--- src/design/e1_tx_sys_pkg.sv ---
// Shared constants for the E1 transmit backplane port of one framer.
// Assumes a 125 MHz core clock and a plain address/strobe register port.
package e1_tx_sys_pkg;

  // ==========================================================================
  // Register map.
  localparam logic [7:0] ADDR_CTRL = 8'h00;
  localparam logic [7:0] ADDR_OFFSET = 8'h04;
  localparam logic [7:0] ADDR_STATUS = 8'h08;
  localparam logic [7:0] ADDR_LAST = 8'h0c;

  // ==========================================================================
  // Control field positions.
  localparam int CTRL_MODE_LSB = 0;
  localparam int CTRL_FRAME_EDGE = 2;
  localparam int CTRL_DATA_EDGE = 3;
  localparam int CTRL_FP_EDGE = 4;
  localparam int CTRL_RATE = 5;
  localparam int CTRL_PICK = 6;
  localparam int CTRL_POLARITY = 7;
  localparam int CTRL_BUS = 8;
  localparam int CTRL_CCS = 9;
  localparam int CTRL_SIGNALING_SOURCE_SEL = 10;
  localparam int CTRL_REF_B = 11;
  localparam int CTRL_WIDTH = 12;
  localparam logic [11:0] CTRL_RESET = 12'h000;
  localparam logic [6:0] OFFSET_RESET = 7'h00;

  // ==========================================================================
  // Operating modes and framing figures.
  typedef enum logic [1:0] {
    MODE_SLAVE_EXT_SIG,
    MODE_CLOCK_MASTER,
    MODE_MULTIPLEXED,
    MODE_UNUSED
  } tx_mode_t;

  localparam logic [9:0] BITS_PER_FRAME = 10'h100;
  localparam logic [9:0] BITS_PER_MUX_FRAME = 10'h400;
  localparam logic [4:0] SIGNALING_SLOT = 5'h10;
  localparam int SYNC_STAGES = 2;

endpackage : e1_tx_sys_pkg

--- src/design/e1_tx_sys_port.sv ---
// Transmit system-side port of one E1 framer: slave external signaling, clock master, multiplexed.
// Assumes all link clocks and link data come from outside the core clock domain and are slower
// than a quarter of the core clock rate; the other framers' rate and edge-pick bits arrive on core timing.
`timescale 1ns/1ns

module e1_tx_sys_port (
  // Core clock and reset.
  input wire logic i_ref_clk,
  input wire logic i_srst,
  // Register port.
  input wire logic [7:0] i_reg_addr,
  input wire logic [31:0] i_reg_wdata,
  input wire logic i_reg_wr,
  input wire logic i_reg_rd,
  output logic [31:0] o_reg_rdata,
  // Other framers' rate and edge-pick bits, ORed.
  input wire logic i_any_rate_sel_other,
  input wire logic i_any_edge_pick_other,
  // System-side clocks.
  input wire logic i_sys_ref_clock_a,
  input wire logic i_sys_common_clock_b,
  input wire logic i_line_tx_clock,
  input wire logic i_mux_common_clock,
  // Per-framer backplane pins.
  input wire logic i_common_frame_pulse,
  input wire logic i_tx_serial_data,
  input wire logic i_tx_signaling_in,
  output logic o_per_framer_frame_pulse,
  output logic o_per_framer_frame_pulse_oe,
  // Multiplexed buses.
  input wire logic i_mux_common_frame_pulse,
  input wire logic [1:0] i_mux_serial_data,
  input wire logic [1:0] i_mux_signaling_in,
  output logic o_mux_frame_pulse_out,
  // Jitter-loop reference clock.
  output logic o_jitter_ref_clk,
  // Received time slots.
  output logic o_ts_valid,
  output logic [4:0] o_ts_num,
  output logic [7:0] o_ts_byte,
  output logic [7:0] o_ts_sig
);

  localparam int NSYNC = 12;

  // ==========================================================================
  // Registers.
  logic [e1_tx_sys_pkg::CTRL_WIDTH-1:0] ctrl_ff;
  logic [6:0] offset_ff;
  e1_tx_sys_pkg::tx_mode_t mode;
  logic is_master;
  logic is_mux;

  always_ff @(posedge i_ref_clk) begin
    if (i_srst) begin
      ctrl_ff <= e1_tx_sys_pkg::CTRL_RESET;
      offset_ff <= e1_tx_sys_pkg::OFFSET_RESET;
    end else if (i_reg_wr) begin
      if (i_reg_addr == e1_tx_sys_pkg::ADDR_CTRL) begin
        ctrl_ff <= i_reg_wdata[e1_tx_sys_pkg::CTRL_WIDTH-1:0];
      end
      if (i_reg_addr == e1_tx_sys_pkg::ADDR_OFFSET) begin
        offset_ff <= i_reg_wdata[6:0];
      end
    end
  end

  assign mode = e1_tx_sys_pkg::tx_mode_t'(ctrl_ff[e1_tx_sys_pkg::CTRL_MODE_LSB +: 2]);
  assign is_master = (mode == e1_tx_sys_pkg::MODE_CLOCK_MASTER);
  assign is_mux = (mode == e1_tx_sys_pkg::MODE_MULTIPLEXED);

  logic frame_edge_sel;
  logic data_edge_sel;
  logic frame_pulse_edge_sel;
  logic frame_pulse_polarity;
  logic mux_bus_select;
  logic common_channel_signaling;
  logic signaling_source_sel;
  logic ref_b_select;
  logic eff_rate;
  logic eff_pick;

  assign frame_edge_sel = ctrl_ff[e1_tx_sys_pkg::CTRL_FRAME_EDGE];
  assign data_edge_sel = ctrl_ff[e1_tx_sys_pkg::CTRL_DATA_EDGE];
  assign frame_pulse_edge_sel = ctrl_ff[e1_tx_sys_pkg::CTRL_FP_EDGE];
  assign frame_pulse_polarity = ctrl_ff[e1_tx_sys_pkg::CTRL_POLARITY];
  assign mux_bus_select = ctrl_ff[e1_tx_sys_pkg::CTRL_BUS];
  assign common_channel_signaling = ctrl_ff[e1_tx_sys_pkg::CTRL_CCS];
  assign signaling_source_sel = ctrl_ff[e1_tx_sys_pkg::CTRL_SIGNALING_SOURCE_SEL];
  assign ref_b_select = ctrl_ff[e1_tx_sys_pkg::CTRL_REF_B];
  // In mux mode a one in any framer forces the whole group, so a single stray bit cannot split the bus timing.
  assign eff_rate = ctrl_ff[e1_tx_sys_pkg::CTRL_RATE] | (is_mux & i_any_rate_sel_other);
  assign eff_pick = ctrl_ff[e1_tx_sys_pkg::CTRL_PICK] | (is_mux & i_any_edge_pick_other);

  // ==========================================================================
  // Input synchronisers: stage one feeds stage two only.
  logic [NSYNC-1:0] pins_raw;
  logic [NSYNC-1:0] sync1_ff;
  logic [NSYNC-1:0] sync2_ff;
  logic [NSYNC-1:0] sync3_ff;

  assign pins_raw = {i_sys_ref_clock_a, i_sys_common_clock_b, i_line_tx_clock, i_mux_common_clock,
                     i_common_frame_pulse, i_tx_serial_data, i_tx_signaling_in, i_mux_common_frame_pulse,
                     i_mux_serial_data, i_mux_signaling_in};

  always_ff @(posedge i_ref_clk) begin
    if (i_srst) begin
      sync1_ff <= '0;
      sync2_ff <= '0;
      sync3_ff <= '0;
    end else begin
      sync1_ff <= pins_raw;
      sync2_ff <= sync1_ff;
      sync3_ff <= sync2_ff;
    end
  end

  logic clk_a_s;
  logic clk_b_s;
  logic line_clk_s;
  logic mux_clk_s;
  logic cfp_s;
  logic tsd_s;
  logic tsig_s;
  logic mfp_s;
  logic [1:0] msd_s;
  logic [1:0] msig_s;
  logic sel_clk_now;
  logic sel_clk_prev;

  assign {clk_a_s, clk_b_s, line_clk_s, mux_clk_s, cfp_s, tsd_s, tsig_s, mfp_s, msd_s, msig_s} = sync2_ff;

  // Slave uses common clock B, master its line clock, mux the mux clock.
  always_comb begin
    case (mode)
      e1_tx_sys_pkg::MODE_CLOCK_MASTER: begin
        sel_clk_now = line_clk_s;
        sel_clk_prev = sync3_ff[9];
      end
      e1_tx_sys_pkg::MODE_MULTIPLEXED: begin
        sel_clk_now = mux_clk_s;
        sel_clk_prev = sync3_ff[8];
      end
      default: begin
        sel_clk_now = clk_b_s;
        sel_clk_prev = sync3_ff[10];
      end
    endcase
  end

  logic clk_rise;
  logic clk_fall;
  logic fe_evt;
  logic de_evt;
  logic fpe_evt;

  assign clk_rise = sel_clk_now & ~sel_clk_prev;
  assign clk_fall = ~sel_clk_now & sel_clk_prev;
  assign fe_evt = frame_edge_sel ? clk_rise : clk_fall;
  assign de_evt = data_edge_sel ? clk_rise : clk_fall;
  assign fpe_evt = frame_pulse_edge_sel ? clk_rise : clk_fall;

  // ==========================================================================
  // Frame pulse detection on the frame edge.
  logic fp_level;
  logic fp_prev_ff;
  logic fp_now;
  logic fp_pend_ff;

  assign fp_level = (is_mux ? mfp_s : cfp_s) ^ frame_pulse_polarity;
  // Only the first active edge of a pulse counts; a pulse spanning two edges at double rate is one frame.
  assign fp_now = fe_evt & fp_level & ~fp_prev_ff & ~is_master;

  always_ff @(posedge i_ref_clk) begin
    if (i_srst) begin
      fp_prev_ff <= 1'b0;
    end else if (fe_evt) begin
      fp_prev_ff <= fp_level;
    end
  end

  // ==========================================================================
  // Bit timing: a frame starts at the data edge at or after the frame edge.
  logic start;
  logic phase_ff;
  logic phase_now;
  logic take;
  logic [9:0] bit_pos_ff;
  logic [9:0] pos_now;
  logic [9:0] frame_bits;
  logic [9:0] pos_inc;
  logic [9:0] pos_next;

  // With equal selects both sample on one edge; otherwise the data edge follows one edge later.
  assign start = de_evt & (fp_pend_ff | (fp_now & (frame_edge_sel == data_edge_sel)));

  always_ff @(posedge i_ref_clk) begin
    if (i_srst) begin
      fp_pend_ff <= 1'b0;
    end else if (start) begin
      fp_pend_ff <= 1'b0;
    end else if (fp_now) begin
      fp_pend_ff <= 1'b1;
    end
  end

  assign frame_bits = is_mux ? e1_tx_sys_pkg::BITS_PER_MUX_FRAME : e1_tx_sys_pkg::BITS_PER_FRAME;
  assign phase_now = start ? 1'b0 : phase_ff;
  assign take = de_evt & (~eff_rate | (phase_now == eff_pick));
  assign pos_now = start ? 10'h000 : bit_pos_ff;
  assign pos_inc = pos_now + 10'h001;
  assign pos_next = (pos_inc == frame_bits) ? 10'h000 : pos_inc;

  always_ff @(posedge i_ref_clk) begin
    if (i_srst) begin
      phase_ff <= 1'b0;
    end else if (de_evt) begin
      phase_ff <= eff_rate ? ~phase_now : 1'b0;
    end
  end

  always_ff @(posedge i_ref_clk) begin
    if (i_srst) begin
      bit_pos_ff <= 10'h000;
    end else if (take) begin
      bit_pos_ff <= pos_next;
    end else if (start) begin
      bit_pos_ff <= 10'h000;
    end
  end

  logic locked_ff;

  always_ff @(posedge i_ref_clk) begin
    if (i_srst) begin
      locked_ff <= 1'b0;
    end else if (start | is_master) begin
      locked_ff <= 1'b1;
    end
  end

  // ==========================================================================
  // Serial to byte, first bit of the slot into the top bit.
  logic data_bit;
  logic sig_bit;
  logic [7:0] data_sr_ff;
  logic [7:0] sig_sr_ff;
  logic [7:0] data_byte;
  logic [7:0] sig_byte;

  assign data_bit = is_mux ? msd_s[mux_bus_select] : tsd_s;
  // The shared pin is a signaling input except in master mode, where it drives the frame pulse.
  assign sig_bit = is_mux ? msig_s[mux_bus_select] : (tsig_s & ~is_master);
  assign data_byte = {data_sr_ff[6:0], data_bit};
  assign sig_byte = {sig_sr_ff[6:0], sig_bit};

  always_ff @(posedge i_ref_clk) begin
    if (i_srst) begin
      data_sr_ff <= 8'h00;
      sig_sr_ff <= 8'h00;
    end else if (take) begin
      data_sr_ff <= data_byte;
      sig_sr_ff <= sig_byte;
    end
  end

  // ==========================================================================
  // Slot placement relative to the frame pulse.
  logic byte_done;
  logic [6:0] rel_slot;
  logic mine;
  logic [4:0] ts_num;
  logic sub_sig;

  assign byte_done = take & (pos_now[2:0] == 3'h7);
  assign rel_slot = is_master ? {2'b00, pos_now[7:3]} : (pos_now[9:3] - offset_ff);
  // A mux framer owns every fourth byte, the offset choosing which one.
  assign mine = ~is_mux | (rel_slot[1:0] == 2'b00);
  assign ts_num = is_mux ? rel_slot[6:2] : rel_slot[4:0];
  assign sub_sig = ~is_master & (ts_num == e1_tx_sys_pkg::SIGNALING_SLOT) & ~common_channel_signaling
                   & ~signaling_source_sel;

  always_ff @(posedge i_ref_clk) begin
    if (i_srst) begin
      o_ts_valid <= 1'b0;
      o_ts_num <= 5'h00;
      o_ts_byte <= 8'h00;
      o_ts_sig <= 8'h00;
    end else begin
      o_ts_valid <= byte_done & mine & locked_ff;
      // Bytes assembled before the first frame pulse are not shown, so the held byte only moves with valid.
      if (byte_done & mine & locked_ff) begin
        o_ts_num <= ts_num;
        o_ts_byte <= sub_sig ? sig_byte : data_byte;
        o_ts_sig <= sig_byte;
      end
    end
  end

  // ==========================================================================
  // Frame pulse outputs.
  always_ff @(posedge i_ref_clk) begin
    if (i_srst) begin
      o_per_framer_frame_pulse <= 1'b0;
      o_per_framer_frame_pulse_oe <= 1'b0;
    end else begin
      o_per_framer_frame_pulse_oe <= is_master;
      if (~is_master) begin
        o_per_framer_frame_pulse <= 1'b0;
      end else if (fpe_evt) begin
        o_per_framer_frame_pulse <= (bit_pos_ff == 10'h000);
      end
    end
  end

  always_ff @(posedge i_ref_clk) begin
    if (i_srst) begin
      o_mux_frame_pulse_out <= 1'b0;
    end else if (~is_mux) begin
      o_mux_frame_pulse_out <= frame_pulse_polarity;
    end else if (take) begin
      o_mux_frame_pulse_out <= (pos_next == 10'h000) ^ frame_pulse_polarity;
    end
  end

  // ==========================================================================
  // Jitter-loop reference: the backplane clocks never time data in master mode.
  always_ff @(posedge i_ref_clk) begin
    if (i_srst) begin
      o_jitter_ref_clk <= 1'b0;
    end else if (is_master & ref_b_select) begin
      o_jitter_ref_clk <= clk_b_s;
    end else begin
      o_jitter_ref_clk <= clk_a_s;
    end
  end

  // ==========================================================================
  // Register read, data valid in the cycle after the strobe.
  logic [31:0] rd_mux;

  always_comb begin
    rd_mux = 32'h0000_0000;
    case (i_reg_addr)
      e1_tx_sys_pkg::ADDR_CTRL: rd_mux = {20'h00000, ctrl_ff};
      e1_tx_sys_pkg::ADDR_OFFSET: rd_mux = {25'h0000000, offset_ff};
      e1_tx_sys_pkg::ADDR_STATUS: rd_mux = {24'h000000, eff_pick, eff_rate, o_ts_num, locked_ff};
      e1_tx_sys_pkg::ADDR_LAST: rd_mux = {16'h0000, o_ts_sig, o_ts_byte};
      default: rd_mux = 32'h0000_0000;
    endcase
  end

  always_ff @(posedge i_ref_clk) begin
    if (i_srst) begin
      o_reg_rdata <= 32'h0000_0000;
    end else if (i_reg_rd) begin
      o_reg_rdata <= rd_mux;
    end else begin
      o_reg_rdata <= 32'h0000_0000;
    end
  end

endmodule : e1_tx_sys_port

--- config.mk ---
export PLATFORM = sky130hd
export DESIGN_NAME = e1_tx_sys_port
export DESIGN_NICKNAME = d
export VERILOG_FILES = /design/src/design/e1_tx_sys_pkg.sv /design/src/design/e1_tx_sys_port.sv
export SDC_FILE = /design/constraint.sdc
export NUM_CORES = 1
export LEC_CHECK = 0
export BUFFER_PORTS_ARGS = -buffer_cell sky130_fd_sc_hd__buf_2
export CAP_MARGIN = 20
export CELL_PAD_IN_SITES_DETAIL_PLACEMENT = 1
export CELL_PAD_IN_SITES_GLOBAL_PLACEMENT = 2
export CORE_MARGIN = 4
export CORE_UTILIZATION = 33
export CTS_BUF_LIST = sky130_fd_sc_hd__clkbuf_16
export CTS_CLUSTER_SIZE = 8
export DETAILED_ROUTE_END_ITERATION = 7
export GPL_ROUTABILITY_DRIVEN = 0
export HOLD_SLACK_MARGIN = 0.15
export PLACE_DENSITY = 0.81
export RECOVER_POWER = 100
export SYNTH_ARGS = -nofsm -noshare
export SYNTH_HDL_FRONTEND = slang
export SYNTH_SLANG_ARGS = --single-unit
--- constraint.sdc ---
create_clock -name i_ref_clk -period 6.48 [get_ports i_ref_clk]
set_clock_uncertainty 0.15 [all_clocks]
set_input_delay 0.324 -clock i_ref_clk [delete_from_list [all_inputs] [get_ports i_ref_clk]]
set_output_delay 0.324 -clock i_ref_clk [all_outputs]
set_load 0.01 [all_outputs]
# After elaboration in Yosys (flattened, before gate mapping)
# Index checks and enable logic that the tools add are counted.
# op_classes
addsub	2
order_cmp	1
eq_ne	11
muxes	25
bitwise	36
n_reduce_logical	9
# ops
operator	n
case mux 16 bit (4 select lines)	1
two-way mux 10 bit	3
logical NOT 10 bit	2
bitwise AND 1 bit	18
equality test 8 x 4 -> 1 bit (second input constant)	2
two-way mux 1 bit	15
adder 10 x 1 -> 10 bit (second input constant)	1
equality test 10 x 9 -> 1 bit	1
inverter 1 bit	10
two-way mux 9 bit	1
equality test 8 x 3 -> 1 bit (second input constant)	1
logical NOT 8 bit	1
two-way mux 8 bit	1
two-way mux 7 bit	1
subtractor 7 bit	1
OR 1 bit	6
OR reduction 2 bit	3
equality test 5 bit (second input constant)	1
two-way mux 5 bit	1
case mux 1 bit (2 select lines)	2
AND reduction 2 bit	2
equality test 3 bit (second input constant)	1
equality test 1 bit	2
equality test 2 x 1 -> 1 bit (second input constant)	1
other kinds (5)	6
# totals
regBits	140
in_bits	58
out_inout_bits	58
word_cells	105

# Logic depth before layout (Yosys ltp)
# Gate-level depths: netlist (run 1).
# depth
word_depth	20
depth_mapped	19
mapped_depth_nobuf	17

# Worst setup path after synthesis (run 1)
# OpenSTA, ideal clock, no wires.
# synth_path
path_kind	reg2reg
startpoint	register ctrl_ff[0] (netlist bit)
endpoint	register o_ts_byte[1]
setup_ps	142
t_arrival_ps	4502
required_ps	6188
slack_ps	1686
path_stages_with_launch	19
path_buffers	2
synth_period_minus_slack_ps	4794
path_cell_list	dfxtp_1 -> inv_1 -> ha_1 -> buf_6 -> a221o_1 -> a2111o_1 -> a2111oi_4 -> o2bb2ai_2 -> buf_2 -> and2_1 -> ha_1 -> and3b_1 -> nor3_1 -> o311ai_0 -> a2111oi_0 -> o211ai_1 -> a31oi_4 -> mux2i_1 -> a211oi_2
# synth_via
elab_chain_cells	20
word_cells_on_any_way	44
cone_classes	add/sub (1); eq/ne (5); mux (10); bitwise (27); reduce/logical (1)
# synth_rtl
element	line_no	source
start, declared	e1_tx_sys_port.sv:48	logic [e1_tx_sys_pkg::CTRL_WIDTH-1:0] ctrl_ff;
start signal, assigned	e1_tx_sys_port.sv:56	ctrl_ff <= e1_tx_sys_pkg::CTRL_RESET;
start signal, assigned	e1_tx_sys_port.sv:60	ctrl_ff <= i_reg_wdata[e1_tx_sys_pkg::CTRL_WIDTH-1:0];
equality test 2 bit / equality test 2 x 1 -> 1 bit (equally long branches)	e1_tx_sys_port.sv:70, e1_tx_sys_port.sv:135, e1_tx_sys_port.sv:69	
case mux 1 bit (2 select lines)	e1_tx_sys_port.sv:135	case (mode)
inverter 1 bit (on tied branches)	e1_tx_sys_port.sv:158, e1_tx_sys_port.sv:157	
bitwise AND 1 bit (on tied branches)	e1_tx_sys_port.sv:158, e1_tx_sys_port.sv:157	
two-way mux 1 bit	e1_tx_sys_port.sv:159	assign fe_evt = frame_edge_sel ? clk_rise : clk_fall;
bitwise AND 1 bit (3 in a row)	e1_tx_sys_port.sv:172	assign fp_now = fe_evt & fp_level & ~fp_prev_ff & ~is_master;
bitwise AND 1 bit	e1_tx_sys_port.sv:195	assign start = de_evt & (fp_pend_ff | (fp_now & (frame_edge_sel == data_edge_sel)));
OR 1 bit	e1_tx_sys_port.sv:195	
bitwise AND 1 bit	e1_tx_sys_port.sv:195	
two-way mux 10 bit	e1_tx_sys_port.sv:210	assign pos_now = start ? 10'h000 : bit_pos_ff;
subtractor 7 bit	e1_tx_sys_port.sv:276	assign rel_slot = is_master ? {2'b00, pos_now[7:3]} : (pos_now[9:3] - offset_ff);
two-way mux 7 bit	e1_tx_sys_port.sv:276	
two-way mux 5 bit	e1_tx_sys_port.sv:279	assign ts_num = is_mux ? rel_slot[6:2] : rel_slot[4:0];
equality test 5 bit	e1_tx_sys_port.sv:280	assign sub_sig = ~is_master & (ts_num == e1_tx_sys_pkg::SIGNALING_SLOT) & ~common_channel_signaling
bitwise AND 1 bit (2 in a row)	e1_tx_sys_port.sv:280	
bitwise AND 1 bit	e1_tx_sys_port.sv:281	& ~signaling_source_sel;
two-way mux 8 bit	e1_tx_sys_port.sv:294	o_ts_byte <= sub_sig ? sig_byte : data_byte;
end signal, assigned	e1_tx_sys_port.sv:294	
end, declared	e1_tx_sys_port.sv:40	output logic [7:0] o_ts_byte,
# Several ways; a longest one is shown, not always the timed one.
# A chain may end at the register's enable or synchronous reset.

# Final worst setup path (run 1)
# Same ends and word-level chain as after synthesis.

==> summary.md, run 1 <==
| Metric | Value |
|---|---|
| Synth top area share | 0.423 |
| Layout area overhead | 23.2% |
| Max_cap viols | 2 |
| R2R Path End | o_ts_byte[1]$_SDFFE_PP0P_ |
| Commonest non-fill, non-tap cells in the layout | 116 x dfxtp_1, 68 x nor2_1, 54 x nand2_1, 46 x clkbuf_1, 40 x mux2i_1 |
| First-pass GRT wire length | 25300 microns |
| Worst path cell trace | inv_1, ha_1, a221oi_1, a2111o_1, a2111oi_4, o2bb2ai_2, nand2_1, ha_1, fa_1, and3b_1, o21a_1, o311ai_0, a2111oi_0, o211ai_1, a31oi_4, mux2i_1, a211oi_2 |
| Status | finished with violations |
| R2R depth | 17 |
| Non-Filler Instances | 916 |
| Endpoints failing hold | 0 |
| RR Startpoint | ctrl_ff[0]$_SDFFE_PP0P_ |
| Clock root cell | clkbuf_16 |
| Crit path launch type | register |
| Max-slew violations | 105 |
| Starting density of the core | 0.341 |
| WL final | 16000 microns |
| Number of synthesized register bits | 116 |
| Total global routing track utilization | 0.175 |
| Ys async rst share | 0 |
| # rows | 46 |
| Total power | 1.83 mW |
| Ports | 116 |
| Core area | 0.0161 sq mm |
| CTS sink cnt | 116 |
| Crit path buf inv count | 1 |
| Reg2reg setup slack | 0.65 ns |
| Slew Limit Headroom | -0.890 |
| Worst Hold Depth | 3 |
| Drt drc | 0 |
| Cell family with most CP delay | compound AO/OA/AOI/OAI gates |
| Met3 Use GR | 0.0463 |
| Leading area contributor after synthesis | dfxtp_1 |
| VDD IR-drop max | 0.182 mV |
| Mapped Avg Cell Area | 9.14 sq um |
| Final min period | 5.83 ns |
| Wire per inst | 17.5 microns |
| Die area | 0.0188 sq mm |
| Number of global-route vias before repair | 4684 |
| Setup violations, final | 0 |
| Crit-path max cell delay | 0.63 ns |
| 1st-iter DRT viols | 269 |
| Power density over the cells | 271 mW/mm^2 |
| Gate Count Post-Synth | 601 |
| Data required, critical path | 6.50 ns |
| Ant diodes | 0 |
| Met2 usage | 0.298 |
| Crit path DAT | 5.85 ns |
| Crit-path most repeated cell | ha_1 |
| Layout cells sized above 1 | 0.133 |
| Post-synthesis sequential area ratio | 0.423 |
| Routed via count | 4586 |
| CP Max Fanout | 17 |
| DP HPWL | 11300 microns |
| Most common cell after layout, fill and taps aside | dfxtp_1 |
| CTS tree | done |
| Synthesized area | 0.00549 sq mm |
| Crit path depth | 17 |
| CP Capture Type | register |
| Chip Height | 137 microns |
| Gr ovfl total | 0 |
| Largest net degree at the start of global routing | 67 |
| Nets | 759 |
| Initial antenna violation count | 0 |
| CTS buffer count | 17 |
| Dpl cells | 860 |
| Critical path class | reg -> reg |
| Number of synthesized flops with an enable pin | 0 |
| Area of the multi-input gates | 0.00286 sq mm |
| Worst hold start | i_reg_rd |
| Register area | 0.00232 sq mm |
| FILL cells | 1883 |
| Die width | 137 microns |
| Final Hold Slack | 0.189 ns |
| Gr busiest metal | met2 |
| Synth area leaders | dfxtp_1 42%, mux2i_1 7.3%, nor2_1 4.6% |
| Number of nets still failing antenna checks after routing | 0 |
| Leakage | 2.58 nW |
| Cell variety after synth | 62 |
| Failing checks | capacitance limit, slew limit |
| Worst-margin pin slew | 2.83 ns |
| Unrepaired setup endpoints after global routing | no |
| Cts repair resizes | 0 |
| CP max-delay cell | a221oi_1 |
| TNS Setup | 0 ns |
| Ys Warns | 0 |
| GRT met1 Usage | 0.219 |
| # port buffers | 79 |
| Worst Hold Class | in -> reg |
| Placed cell areas | 0.00596 sq mm |
| Clock Pin Slew Worst Setup and Hold Paths | 0.06 ns |
| Htree depth | 4 |
| Endpoint, Worst Hold | o_reg_rdata[9]$_SDFF_PP0_ |
| Final worst path period share | 0.900 |
| Top_reg_cell synth | dfxtp_1 |
| Vias per inst | 5.01 |
| Max Clock Freq | 172 MHz |
| Post-layout instance area | 0.00677 sq mm |
| DR pass1 iterations | 4 |
| Clock latency on the worst-skew pair | 0.42 ns |
| CTS max path bufs | 2 |
## worst max-delay path by stage
| stage | startpoint | to |
|---|---|---|
| final | ctrl_ff[0]$_SDFFE_PP0P_ | o_ts_byte[1]$_SDFFE_PP0P_ |
| after global routing | ctrl_ff[0]$_SDFFE_PP0P_ | o_ts_byte[1]$_SDFFE_PP0P_ |
| after detailed placement | ctrl_ff[0]$_SDFFE_PP0P_ | o_ts_byte[7]$_SDFFE_PP0P_ |
| after global placement | ctrl_ff[0]$_SDFFE_PP0P_ | o_ts_byte[2]$_SDFFE_PP0P_ |
| after floorplan | ctrl_ff[0]$_SDFFE_PP0P_ | o_ts_byte[1]$_SDFFE_PP0P_ |
| after CTS | ctrl_ff[0]$_SDFFE_PP0P_ | o_ts_byte[7]$_SDFFE_PP0P_ |
## per-layer routing
layer	wire length, microns	share of wire
met2	7860	0.49
met5	0	0
met3	889	0.055
met4	201	0.013
met1	7070	0.44
## area by class of cell
cell class                      count  area share
Sequential cell                   116       0.343
Tap cell                          216      0.0399
Clock buffer                       17      0.0629
Clock inverter                     15      0.0340
Timing Repair Buffer              107      0.0884
Inverter                           17     0.00943
Multi-Input combinational cell    428       0.422
## repair_timing
| item | in CTS | in global routing |
|---|---|---|
| endpoints found under the setup margin | 0 | 0 |
| buffers inserted | 0 | 0 |
| endpoints found under the hold margin | 31 | 0 |
| hold buffers | 24 | 0 |
## worst reg2reg max path, delay by kind of cell, from the launching register on
kind,cells,cell delay [ns]
compound gates,10,3.17
simple gates,2,0.38
buf+inv,1,0.10
fa+ha+maj,3,1.06
flops,1,0.45
mux,1,0.26
## Yosys cell counts, drive strengths merged (6+ instances only)
master  number
a211oi      11
a21oi       32
nand3       14
nor2b       33
dfxtp      116
xnor2       10
ha          13
nor2        69
buf         29
nand2b       7
nand2       54
and3         6
o21ai        7
inv         17
and2        16
mux2i       40
nor3         9
mux4         7
clkbuf      26
## where the power goes
group	switching, mW	leakage (nW)	internal (mW)
clock network	0.355	0.310	0.685
logic	0.0369	1.33	0.0290
registers	0.00334	0.940	0.722
total	0.395	2.58	1.44
## per-stage QoR
step                       util  setup slack, ns
final                     0.420            0.650
after global routing      0.420            0.206
after CTS                 0.425            0.695
after detailed placement  0.370            0.797
after global placement    0.370            0.954
after floorplan               -             1.69
## logic make-up (layout without fill, tap and decap cells)
family                     Yosys count  after routing  synth area share
AOI/OAI and AO/OA                   96             96             0.133
xor gates and xnor gates            12             12            0.0191
adders and majority gates           14             14            0.0333
buffers and inverters               72            156            0.0645
DFF                                116            116             0.423
muxes                               49             49             0.106
other                                1             16          0.000683
and+or+nand+nor                    241            241             0.221
## sequential cells by signal, indices dropped and copies added (netlist names), 8 cells and up
register     cells
bit_pos_ff      10
sync2_ff        12
o_ts_byte        8
ctrl_ff         12
o_ts_sig         8
sync1_ff        12
o_reg_rdata     16
(Power assumes the default switching activity.)
==> inputs of run 2 (changes only) <==
Settings changed: ABC_CLOCK_PERIOD_IN_PS set to 6480, CELL_PAD_IN_SITES_GLOBAL_PLACEMENT 2 to 1, CORE_UTILIZATION 33 to 41.
==> summary.md, run 2 (synthesized netlist as in run 1, its figures left out) <==
| Metric | Value |
|---|---|
| 1st-iter DRT viols | 269 (unchanged) |
| Power density over the cells | 269 mW/mm^2 (was 271 mW/mm^2) |
| Final worst path period share | 0.926 (was 0.900) |
| Dpl cells | 819 (was 860) |
| Final min period | 6.00 ns (was 5.83 ns) |
| VDD IR-drop max | 0.179 mV (was 0.182 mV) |
| CP Max Fanout | 17 (unchanged) |
| WL final | 17000 microns (was 16000 microns) |
| Crit path launch type | register (unchanged) |
| Commonest non-fill, non-tap cells in the layout | 116 x dfxtp_1, 69 x nor2_1, 54 x nand2_1, 46 x clkbuf_1, 40 x mux2i_1 (was 116 x dfxtp_1, 68 x nor2_1, 54 x nand2_1, 46 x clkbuf_1, 40 x mux2i_1) |
| Nets | 760 (was 759) |
| CTS tree | done (unchanged) |
| Core area | 0.0132 sq mm (was 0.0161 sq mm) |
| Layout area overhead | 22.3% (was 23.2%) |
| Max_cap viols | 1 (was 2) |
| Setup bufs post-CTS | 0 (unchanged) |
| Critical path class | reg -> reg (unchanged) |
| Final Hold Slack | 0.195 ns (was 0.189 ns) |
| Vias per inst | 5.44 (was 5.01) |
| Largest net degree at the start of global routing | 65 (was 67) |
| Worst-margin pin slew | 1.91 ns (was 2.83 ns) |
| DP HPWL | 11200 microns (was 11300 microns) |
| # port buffers | 79 (unchanged) |
| Ant diodes | 0 (unchanged) |
| Drt drc | 0 (unchanged) |
| Die area | 0.0153 sq mm (was 0.0188 sq mm) |
| Worst hold start | i_reg_rd (unchanged) |
| Max Clock Freq | 167 MHz (was 172 MHz) |
| Htree depth | 4 (unchanged) |
| Crit path DAT | 6.06 ns (was 5.85 ns) |
| Ports | 116 (unchanged) |
| Clock root cell | clkbuf_16 (unchanged) |
| Reg2reg setup slack | 0.48 ns (was 0.65 ns) |
| Routed via count | 4767 (was 4586) |
| Leakage | 2.58 nW (about the same) |
| Total global routing track utilization | 0.228 (was 0.175) |
| Critical Path Start | ctrl_ff[0]$_SDFFE_PP0P_ (unchanged) |
| CTS sink cnt | 116 (unchanged) |
| Placed cell areas | 0.00590 sq mm (was 0.00596 sq mm) |
| Slew Limit Headroom | -0.271 (was -0.890) |
| Chip Height | 124 microns (was 137 microns) |
| FILL cells | 1520 (was 1883) |
| Setup violations, final | 0 (unchanged) |
| Non-Filler Instances | 877 (was 916) |
| CTS buffer count | 17 (unchanged) |
| RR Startpoint | ctrl_ff[0]$_SDFFE_PP0P_ (unchanged) |
| CP Capture Type | register (unchanged) |
| Clock Pin Slew Worst Setup and Hold Paths | 0.06 ns (about the same) |
| Biggest register | o_reg_rdata (unchanged) |
| Max-slew violations | 40 (was 105) |
| Post-layout instance area | 0.00672 sq mm (was 0.00677 sq mm) |
| Most common cell after layout, fill and taps aside | dfxtp_1 (unchanged) |
| Starting density of the core | 0.416 (was 0.341) |
| Cts repair resizes | 0 (unchanged) |
| Clock latency on the worst-skew pair | 0.42 ns (about the same) |
| Die width | 124 microns (was 137 microns) |
| Max reg flops | 16 (unchanged) |
| DR pass1 iterations | 4 (unchanged) |
| Wire per inst | 19.4 microns (was 17.5 microns) |
| Number of nets still failing antenna checks after routing | 0 (unchanged) |
| Status | finished with violations (unchanged) |
| Worst Hold Class | in -> reg (unchanged) |
| First-pass GRT wire length | 26500 microns (was 25300 microns) |
| Failing checks | capacitance limit, slew limit (unchanged) |
| Initial antenna violation count | 0 (unchanged) |
| # rows | 42 (was 46) |
| CTS max path bufs | 2 (unchanged) |
| Number of global-route vias before repair | 5050 (was 4684) |
| Gr ovfl total | 0 (unchanged) |
| Hold buffers post-CTS | 24 (unchanged) |
| Endpoints failing hold | 0 (unchanged) |
| Unrepaired setup endpoints after global routing | no (unchanged) |
| Data required, critical path | 6.54 ns (was 6.50 ns) |
| TNS Setup | 0 ns (unchanged) |
| Layout cells sized above 1 | 0.134 (was 0.133) |
## run 2: cell count changes in the layout (fill, tap and decap cells not counted), moves of 2 or more
cell      change
clkinv_4      -4
a211oi_2      +3
and2_0        -4
a211oi_1      -3
clkinv_1      +2
clkinv_2      +2
and2_1        +4
## run 2: final cells by class
class,count,area (sq um),share of cell area
timing repair buffer,108,606,0.0901
multi-input combinational,428,2870,0.427
inverter,17,63.8,0.00950
tap,176,220,0.0328
sequential,116,2320,0.346
clock buffer,17,425,0.0633
clock inverter,15,211,0.0315
## run 2: power breakdown
| part | internal [mW] | switching (mW) |
|---|---|---|
| clock network | 0.677 | 0.338 |
| registers | 0.722 | 0.00377 |
| logic | 0.0290 | 0.0380 |
| total | 1.43 | 0.380 |
## run 2: worst paths after layout
path / endpoint / depth (start not counted)
min reg2reg: sync2_ff[8]$_SDFF_PP0_ / 1
max reg2reg: o_ts_byte[6]$_SDFFE_PP0P_ / 17
max: o_ts_byte[6]$_SDFFE_PP0P_ / 17
min: o_reg_rdata[9]$_SDFF_PP0_ / 3
## run 2: metrics by stage
step,util,setup slack [ns],total power [mW]
floorplan,-,1.69,0.781
global placement,0.447,1.05,0.792
detailed placement,0.447,0.856,0.795
CTS,0.514,0.638,1.82
global route,0.509,0.0905,1.86
finish,0.509,0.479,1.81
## run 2: per-layer routing
metal	GRT usage	wire length [microns]	share of wire
met1	0.261	6910	0.41
met2	0.402	8640	0.51
met5	0	0	0
met3	0.0595	975	0.057
met4	0.0927	447	0.026
## run 2: worst max-delay path: stages (launching register included)
cell	delay, ns
dfxtp_1	0.41
inv_1	0.11
ha_1	0.41
a221oi_1	0.78
a2111o_1	0.31
a2111oi_4	0.12
o2bb2ai_2	0.59
nand2_1	0.12
ha_1	0.24
fa_1	0.41
and3b_1	0.26
o21a_1	0.19
o311ai_0	0.16
a2111oi_0	0.45
o211ai_1	0.23
a31oi_4	0.43
mux2i_1	0.30
a211oi_2	0.10
